`src/inc/sstp_pkg.sv`:
```
// Shared constants and types of the synchronous serial target programmer
package sstp_pkg;

    // Clock rate and nominal link timing
    localparam int unsigned CLK_KHZ = 50000;
    localparam int unsigned CLK_PERIOD_NS = 20;
    localparam int unsigned RESET_LOW_MS = 20;
    localparam int unsigned RECOVERY_MS = 500;
    localparam int unsigned BUSY_TIMEOUT_MS = 100;
    localparam int unsigned SCLK_PERIOD_NS = 160;

    // Derived cycle counts; the three timeouts are whole milliseconds and the clock half divides evenly, so no rounding applies
    localparam logic [31:0] RESET_LOW_CYC = 32'(RESET_LOW_MS * CLK_KHZ);
    localparam logic [31:0] RECOVERY_CYC = 32'(RECOVERY_MS * CLK_KHZ);
    localparam logic [31:0] BUSY_TIMEOUT_CYC = 32'(BUSY_TIMEOUT_MS * CLK_KHZ);
    localparam int unsigned SCLK_HALF_CYC = SCLK_PERIOD_NS / (2 * CLK_PERIOD_NS);

    // Byte framing
    localparam int unsigned BITS_PER_BYTE = 8;
    localparam logic [7:0] IDLE_BYTE = 8'hFF;

    // Error codes reported on abort
    localparam logic [7:0] ERR_BUSY_AT_START = 8'h28;
    localparam logic [7:0] ERR_BUSY_NO_REACT = 8'h29;
    localparam logic [7:0] ERR_BUSY_TIMEOUT = 8'h09;

    typedef enum logic [2:0] {
        ST_IDLE,
        ST_RST_LOW,
        ST_RECOVER,
        ST_READY,
        ST_BIT_LO,
        ST_BIT_HI,
        ST_WAIT_LOW
    } sstp_state_t;

    typedef struct packed {
        sstp_state_t st;
        logic [31:0] cnt;
        logic [2:0] bit_idx;
        logic [7:0] tx;
        logic [7:0] rx;
        logic sclk;
        logic din;
        logic rst_out_n;
        logic busy_s1;
        logic busy_s2;
        logic sdo_s1;
        logic sdo_s2;
        logic rsp_v;
        logic [7:0] rsp_d;
        logic err_v;
        logic [7:0] err_c;
    } sstp_regs_t;

endpackage : sstp_pkg

```
`src/core/sstp_programmer.sv`:
```
// Session and byte sequencer of the synchronous serial target programmer
`timescale 1ns/1ns
module sstp_programmer
    import sstp_pkg::*;
#(
    parameter logic [31:0] RESET_LOW_CYCLES = RESET_LOW_CYC,
    parameter logic [31:0] RECOVERY_CYCLES = RECOVERY_CYC,
    parameter logic [31:0] TIMEOUT_CYCLES = BUSY_TIMEOUT_CYC,
    parameter int unsigned HALF_CYCLES = SCLK_HALF_CYC
) (
    input wire logic clk,
    input wire logic rst_n,
    input wire logic ce,
    input wire logic session_start,
    input wire logic session_stop,
    input wire logic [31:0] cfg_reset_low_cyc,
    input wire logic [31:0] cfg_recovery_cyc,
    input wire logic [31:0] cfg_timeout_cyc,
    input wire logic cmd_valid,
    output logic cmd_ready,
    input wire logic [7:0] cmd_data,
    output logic rsp_valid,
    output logic [7:0] rsp_data,
    output logic err_valid,
    output logic [7:0] err_code,
    output logic session_active,
    output logic tgt_rst_n_o,
    output logic tgt_sclk_o,
    output logic tgt_din_o,
    input wire logic tgt_busy_i,
    input wire logic tgt_dout_i,
    output logic tgt_dout_o,
    output logic tgt_dout_oe
);

    // Sync latency is two cycles, so the low half must outlast it
    if (HALF_CYCLES < 3 || RESET_LOW_CYCLES == 32'h0 || RECOVERY_CYCLES == 32'h0
        || TIMEOUT_CYCLES == 32'h0) begin : g_bad_param
        $error("sstp_programmer: unsupported parameter value");
    end

    localparam logic [31:0] HALF = 32'(HALF_CYCLES);
    localparam sstp_regs_t RST_VAL = '{st: ST_IDLE, sclk: 1'b1, din: 1'b1, rst_out_n: 1'b1,
                                       busy_s1: 1'b1, busy_s2: 1'b1, default: '0};

    sstp_regs_t r_ff;
    sstp_regs_t nxt_r;
    logic [31:0] eff_low;
    logic [31:0] eff_rec;
    logic [31:0] eff_to;

    // Zero in a config input falls back to the built-in default
    assign eff_low = (cfg_reset_low_cyc != 32'h0) ? cfg_reset_low_cyc : RESET_LOW_CYCLES;
    assign eff_rec = (cfg_recovery_cyc != 32'h0) ? cfg_recovery_cyc : RECOVERY_CYCLES;
    assign eff_to = (cfg_timeout_cyc != 32'h0) ? cfg_timeout_cyc : TIMEOUT_CYCLES;

    // Next-state logic of the whole sequencer
    always_comb begin
        nxt_r = r_ff;
        nxt_r.busy_s1 = tgt_busy_i;
        nxt_r.busy_s2 = r_ff.busy_s1;
        nxt_r.sdo_s1 = tgt_dout_i;
        nxt_r.sdo_s2 = r_ff.sdo_s1;
        nxt_r.rsp_v = 1'b0;
        nxt_r.err_v = 1'b0;
        unique case (r_ff.st)
            ST_IDLE: begin
                nxt_r.sclk = 1'b1;
                nxt_r.din = 1'b1;
                nxt_r.rst_out_n = 1'b1;
                if (session_start) begin
                    nxt_r.st = ST_RST_LOW;
                    nxt_r.rst_out_n = 1'b0;
                    nxt_r.cnt = eff_low;
                end
            end
            ST_RST_LOW: begin
                if (r_ff.cnt > 32'h1) begin
                    nxt_r.cnt = r_ff.cnt - 32'h1;
                end else begin
                    nxt_r.rst_out_n = 1'b1;
                    nxt_r.st = ST_RECOVER;
                    nxt_r.cnt = eff_rec;
                end
            end
            ST_RECOVER: begin
                // Clock stays high all through recovery
                if (r_ff.cnt > 32'h1) begin
                    nxt_r.cnt = r_ff.cnt - 32'h1;
                end else if (r_ff.busy_s2) begin
                    // Pull-up makes a missing target look busy, so it aborts here
                    nxt_r.err_v = 1'b1;
                    nxt_r.err_c = ERR_BUSY_AT_START;
                    nxt_r.st = ST_IDLE;
                end else begin
                    nxt_r.st = ST_READY;
                end
            end
            ST_READY: begin
                if (session_stop) begin
                    nxt_r.st = ST_IDLE;
                end else if (cmd_valid) begin
                    nxt_r.tx = cmd_data;
                    nxt_r.bit_idx = 3'h0;
                    nxt_r.sclk = 1'b0;
                    nxt_r.din = cmd_data[0];
                    nxt_r.cnt = HALF;
                    nxt_r.st = ST_BIT_LO;
                end
            end
            ST_BIT_LO: begin
                if (r_ff.cnt > 32'h1) begin
                    nxt_r.cnt = r_ff.cnt - 32'h1;
                end else begin
                    nxt_r.sclk = 1'b1;
                    nxt_r.rx = {r_ff.sdo_s2, r_ff.rx[7:1]};
                    nxt_r.cnt = HALF;
                    nxt_r.st = ST_BIT_HI;
                end
            end
            ST_BIT_HI: begin
                if (r_ff.cnt > 32'h1) begin
                    nxt_r.cnt = r_ff.cnt - 32'h1;
                end else if (r_ff.bit_idx == 3'h0 && !r_ff.busy_s2) begin
                    nxt_r.err_v = 1'b1;
                    nxt_r.err_c = ERR_BUSY_NO_REACT;
                    nxt_r.st = ST_IDLE;
                end else if (r_ff.bit_idx == 3'(BITS_PER_BYTE - 1)) begin
                    nxt_r.din = 1'b1;
                    nxt_r.cnt = eff_to;
                    nxt_r.st = ST_WAIT_LOW;
                end else begin
                    // Seven more pulses after the busy check
                    nxt_r.bit_idx = r_ff.bit_idx + 3'h1;
                    nxt_r.tx = {1'b1, r_ff.tx[7:1]};
                    nxt_r.din = r_ff.tx[1];
                    nxt_r.sclk = 1'b0;
                    nxt_r.cnt = HALF;
                    nxt_r.st = ST_BIT_LO;
                end
            end
            ST_WAIT_LOW: begin
                if (!r_ff.busy_s2) begin
                    nxt_r.rsp_v = 1'b1;
                    nxt_r.rsp_d = r_ff.rx;
                    nxt_r.st = ST_READY;
                end else if (r_ff.cnt > 32'h1) begin
                    nxt_r.cnt = r_ff.cnt - 32'h1;
                end else begin
                    nxt_r.err_v = 1'b1;
                    nxt_r.err_c = ERR_BUSY_TIMEOUT;
                    nxt_r.st = ST_IDLE;
                end
            end
        endcase
    end

    // State register; clock enable freezes everything except the synchronous reset, which loads RST_VAL whatever ce is
    always_ff @(posedge clk) begin
        if (!rst_n) begin
            r_ff <= RST_VAL;
        end else if (ce) begin
            r_ff <= nxt_r;
        end
    end

    // Outputs; the target output line is only observed, never driven
    assign cmd_ready = ce && (r_ff.st == ST_READY) && !session_stop;
    assign rsp_valid = r_ff.rsp_v;
    assign rsp_data = r_ff.rsp_d;
    assign err_valid = r_ff.err_v;
    assign err_code = r_ff.err_c;
    assign session_active = (r_ff.st != ST_IDLE);
    assign tgt_rst_n_o = r_ff.rst_out_n;
    assign tgt_sclk_o = r_ff.sclk;
    assign tgt_din_o = r_ff.din;
    assign tgt_dout_o = 1'b0;
    assign tgt_dout_oe = 1'b0;

    // Helper counters for the checks below
    logic [31:0] chk_low_ff;
    logic [3:0] chk_falls_ff;
    always_ff @(posedge clk) begin
        if (!rst_n) begin
            chk_low_ff <= 32'h0;
            chk_falls_ff <= 4'h0;
        end else if (ce) begin
            chk_low_ff <= nxt_r.rst_out_n ? 32'h0 : chk_low_ff + 32'h1;
            // The accepting edge already launches the first fall, so count it there
            if (r_ff.st == ST_READY || r_ff.st == ST_IDLE) begin
                chk_falls_ff <= (r_ff.sclk && !nxt_r.sclk) ? 4'h1 : 4'h0;
            end else if (r_ff.sclk && !nxt_r.sclk) begin
                chk_falls_ff <= chk_falls_ff + 4'h1;
            end
        end
    end
endmodule : sstp_programmer

```
`config.mk`:
```
export PLATFORM = sky130hd
export DESIGN_NAME = sstp_programmer
export DESIGN_NICKNAME = d
export VERILOG_FILES = /design/src/inc/sstp_pkg.sv /design/src/core/sstp_programmer.sv
export SDC_FILE = /design/constraint.sdc
export NUM_CORES = 1
export LEC_CHECK = 0
export BUFFER_PORTS_ARGS = -buffer_cell sky130_fd_sc_hd__buf_2
export CELL_PAD_IN_SITES_DETAIL_PLACEMENT = 0
export CELL_PAD_IN_SITES_GLOBAL_PLACEMENT = 1
export CORE_MARGIN = 8
export CORE_UTILIZATION = 39
export DETAILED_ROUTE_END_ITERATION = 7
export PLACE_DENSITY_LB_ADDON = 0.15
export SLEW_MARGIN = 20
export SYNTH_ARGS = -nofsm -noshare
export SYNTH_HDL_FRONTEND = slang
export SYNTH_SLANG_ARGS = --single-unit
```
`constraint.sdc`:
```
create_clock -name clk -period 3.5 [get_ports clk]
set_input_delay 0.7 -clock clk [delete_from_list [all_inputs] [get_ports clk]]
set_output_delay 0.7 -clock clk [all_outputs]
set_load 0.05 [all_outputs]
```
Word level (Yosys, flattened, before mapping)
Cells that the tools add are included.
{ "op_classes": {"n_reduce_logical": 25, "add_sub_neg": 2, "muxes": 47, "n_lt_le_gt_ge": 1, "bitwise": 2, "n_eq_ne": 23} }
{ "op_table": {"columns": ["cell", "n"], "rows": [
  ["2-to-1 mux 32 bit", 8],
  ["case mux 35 bit (7 select lines)", 1],
  ["nonzero test 32 bit", 3],
  ["2-to-1 mux 43 bit", 2],
  ["2-to-1 mux 9 bit", 8],
  ["2-to-1 mux 46 bit", 1],
  ["2-to-1 mux 35 bit", 1],
  ["2-to-1 mux 34 bit", 1],
  ["> comparator 32 x 1 -> 1 bit (second input constant)", 1],
  ["subtractor 32 x 1 -> 32 bit (second input constant)", 1],
  ["case mux 9 bit (3 select lines)", 1],
  ["inequality test 2 bit (second input constant)", 13],
  ["2-to-1 mux 3 bit", 8],
  ["AND reduction 8 bit", 3],
  ["2-to-1 mux 11 bit", 2],
  ["case mux 11 bit (2 select lines)", 1],
  ["equality test 3 bit (second input constant)", 4],
  ["AND reduction 6 bit", 2],
  ["2-to-1 mux 2 bit", 5],
  ["inequality test 3 bit (second input constant)", 3],
  ["AND reduction 3 bit", 3],
  ["nonzero test 3 bit", 3],
  ["AND reduction 7 bit", 1],
  ["equality test 3 x 2 -> 1 bit (second input constant)", 2],
  ["12 further kinds", 22]
]} }
{ "word_totals": {"output_inout_bits": 25, "input_bits": 112, "wordCells": 116, "ff_bits": 79} }

Logic depth before layout (Yosys ltp)
{ "depth": {"depth_word": 6, "mapped_depth": 10, "mapped_depth_nobuf": 8} }

Worst setup path before layout
OpenSTA, ideal clock, no wires.
{ "synth_path": {"path_kind": "input-to-output", "startpoint": "input ce", "endpoint": "output cmd_ready", "path_stages": 3, "path_buffers": 1, "setup_slack_ns": 0.533, "required_ns": 2.800, "arrival_time_ns": 2.267, "cell_sequence": "clkbuf_1 -> inv_1 -> nor3_1"} }
{ "synth_between": {"elab_chain_len": 2} }
{ "synth_rtl": {"columns": ["item", "line_no", "source"], "rows": [
  ["start, declared", "sstp_programmer.sv:13", "input wire logic ce,"],
  ["logical AND 1 bit (2 in series)", "sstp_programmer.sv:168", "assign cmd_ready = ce && (r_ff.st == ST_READY) && !session_stop;"],
  ["end, declared", "sstp_programmer.sv:20", "output logic cmd_ready,"]
]} }
Every way passes these cells.

Worst setup path after layout
{ "layout_path": {"startpoint": "register r_ff[76] (netlist name)", "endpoint": "register r_ff[46] (netlist name)"} }
{ "layout_between": {"elab_chain_len": 3, "elab_cells_between_ends": 14, "classes_between": "11 x eq/ne; 1 x mux; 2 x reduce/logical"} }
{ "layout_rtl": {"columns": ["item", "line_no", "source"], "rows": [
  ["start, declared", "sstp_programmer.sv:46", "sstp_regs_t r_ff;"],
  ["start signal, assigned", "sstp_programmer.sv:163", "r_ff <= nxt_r;"],
  ["equality test 3 bit (tied with other cells)", "sstp_programmer.sv:66", "unique case (r_ff.st)"],
  ["inequality test 3 bit (no line) or inequality test 2 bit (tied branches)", null, null],
  ["AND reduction 6 bit (no line)", null, null]
]} }
Several ways; a longest one is shown, not always the timed one.
A chain may end at the register's enable or synchronous reset.

==> impl_metrics.ini <==
[routing]
routed_wl_um = 20700
viasPerCell = 6.04
dr.pass1.iters = 5
drc = 0
drtAntennaViolNets = 0
drt_first_iter_violations = 696
dr_total_vias = 5939
wl_per_cell_um = 21.0

[timing]
max_freq_mhz = 337
tns_ns = 0
tightest_slew_ns = 1.03
rsz0062_at_grt = no
postLayoutSetupSlackWorst_ns = 0.536
finalSetupViolCount = 0
clock_skew_ns = 0.00923
relSlewSlack_pct = 31.2
hold_viol_final = 0
slew_viol_final = 0
fin_crit_ns = 2.96
finalCritPeriodShare_pct = 84.7

[setup_path]
cp_max_fo = 22
worst-r2r-setup-slack_ns = 0.54
critPathRequiredTime_ns = 3.73
cp-start-kind = flip-flop
setup.worst_path.end = r_ff[46]$_SDFFE_PN0P_
critPathKind = reg2reg
arrival_ns = 3.19
reg2regPathDepth = 8
critPathLaunch = r_ff[76]$_SDFFE_PN0P_
rr_startpoint = r_ff[76]$_SDFFE_PN0P_
end_kind = flip-flop
timing.rr.end = r_ff[46]$_SDFFE_PN0P_

[yosys]
synth_seq_cells = 73
ys_top_cells_by_area = dfxtp_1 28%, nor2_1 6.3%, mux2i_1 4.2%, o21ai_0 4.2%, nor4_1 4.2%
netlist_area_sq_um = 5200
synth_flop_cell = dfxtp_1
ys_types = 72
synth_edf_count = 0
yosysWarningCount = 0
synth_cells = 686
yosysSeqAreaShare_pct = 28.1
postSynthAreaPerCell_sq_um = 7.59
synthArstFlopShare_pct = 0
synth_largest_area_cell = dfxtp_1
yosysTopAreaCellShare_pct = 28.1

[grt]
grt_use_total_pct = 23.1
grt_pass1_wl_um = 32400
grt_overflow = 0
grt_pass1_vias = 5965
grt_max_degree = 36
antenna_found_initial = 0

[placement]
port_buffers = 129
dp_hpwl_um = 16000
pre_cts_ws_ns = 0.604
place.gp.congestion = 0.967

[pwr]
p_int_w = 0.00178
powerDensity_nw_per_um2 = 441
ir_drop_mv = 0.316
combPwrFrac_pct = 31.2
p_switching_w = 0.00103
leakagePower_nw = 2.53
total_power_w = 0.00280
swShare_pct = 36.6
p_seq_share_pct = 33.8
clock_power_share_pct = 35.0

[final_layout]
drive_above_1_share_pct = 25.0
final_cell_mix = 129 x buf_2, 86 x nor2_1, 73 x dfxtp_1, 44 x o21ai_0, 43 x nand2_1
final_common_cell = buf_2
final_nets = 920
antenna_cells = 0
area_growth_pct = 22.1

[run_status]
outcome = completed

[clocking]
worstSkewPairLatency_ns = 0.35
post_cts.repair.setup_buffers = 0
ctsResizeCount = 0
cts_buffers = 9
clock_sinks = 73
root_buffer = clkbuf_16
cts_hold_buf = 0
path_clk_slew_ns = 0.06
cts_buffer_depth = 2
htreeDepth = 3
cts_tree = yes

[die]
io_pins = 137
start_util_pct = 39.6
rows = 42
coreArea_sq_um = 13100
dieArea_sq_um = 17300
die_h_um = 132
die_width_um = 132

[min_path]
hp-class = reg2reg
whs_path_depth = 2

[run]
drv_cap = 0
[power by group through the flow]
stage | clock [W] | combinational (W) | sequential (W)
floorplan | 0 | 0.000548 | 0.000946
global placement | 0 | 0.000854 | 0.000961
detailed placement | 0 | 0.000855 | 0.000964
CTS | 0.000996 | 0.000860 | 0.000945
global route | 0.00104 | 0.000942 | 0.000954
finish | 0.000981 | 0.000875 | 0.000948
[cells in the mapped netlist, types with 5 or more instances]
cell	instances
or2_2	5
nor3_1	17
a32o_1	6
ha_1	5
dfxtp_1	73
xnor2_1	9
mux2i_1	22
o21ai_0	44
o211ai_1	6
or3_1	5
a211oi_1	6
nand4_1	9
a31oi_1	6
nand2_1	43
o21bai_1	17
o31ai_1	14
a22o_1	5
a311oi_1	8
a22oi_1	20
a21oi_1	42
inv_1	14
clkbuf_1	34
buf_4	19
nor2_1	88
buf_1	6
nand3_1	30
xor2_1	14
nor4_1	35
[per-stage QoR]
stage | hold slack (ns) | utilization (%) | area, sq um | std cells
floorplan | 0.441 | - | 5230 | 692
global placement | 0.452 | 46.0 | 6040 | 968
detailed placement | 0.466 | 46.0 | 6040 | 968
CTS | 0.479 | 48.4 | 6350 | 984
global route | 0.496 | 48.4 | 6350 | 984
finish | 0.474 | 48.4 | 6350 | 984
[routing by layer]
metal	part of all wire [%]	track usage, %
met5	0	0
met4	4.6	11.9
met3	6.7	5.18
met2	47	37.4
met1	41	28.1
[layout make-up]
cell class,instances,area [sq um]
fill,1334,6780
multi-input combinational,542,3410
timing repair buffer,163,901
tap,176,220
sequential,73,1460
clock inverter,6,72.6
clock buffer,10,239
inverter,14,52.6
[logic make-up (layout without fill, tap and decap cells)]
group,Yosys count,after routing,share of synthesized area (%)
muxes,22,22,4.23
xor gates and xnor gates,23,23,3.87
adders and majority gates,5,5,1.20
and+or+nand+nor,269,269,26.9
buffers and inverters,77,193,7.02
DFF,73,73,28.1
other,1,7,0.0721
AOI/OAI and AO/OA,216,216,28.6
[worst min-delay path by stage]
stage,from,endpoint,slack [ns]
after floorplan,nxt_r[20]$_SDFFE_PN1P_,nxt_r[20]$_SDFFE_PN1P_,0.44
after global placement,err_code[3]$_SDFFE_PN0P_,err_code[3]$_SDFFE_PN0P_,0.45
after detailed placement,nxt_r[20]$_SDFFE_PN1P_,nxt_r[20]$_SDFFE_PN1P_,0.47
after CTS,err_code[0]$_SDFFE_PN0P_,err_code[0]$_SDFFE_PN0P_,0.48
after global routing,tgt_rst_n_o$_SDFFE_PN1P_,tgt_rst_n_o$_SDFFE_PN1P_,0.50
final,nxt_r[20]$_SDFFE_PN1P_,nxt_r[20]$_SDFFE_PN1P_,0.47
[flip-flops by register name, indices dropped and copies added (netlist names)]
| name | flops |
|---|---|
| rsp_data | 8 |
| err_code | 3 |
| tgt_rst_n_o | 1 |
| tgt_sclk_o | 1 |
| err_valid | 1 |
| r_ff | 55 |
| tgt_din_o | 1 |
| nxt_r | 2 |
| rsp_valid | 1 |
[worst max-delay path: stages, from the launching register on]
cell,delay (ns)
dfxtp_1,0.79
nor3_1,0.24
inv_1,0.21
o21ai_0,0.14
a21oi_1,0.16
buf_4,0.17
nand3_1,0.49
a21o_1,0.34
o31ai_1,0.30
Power figures use the tool's default switching activity.
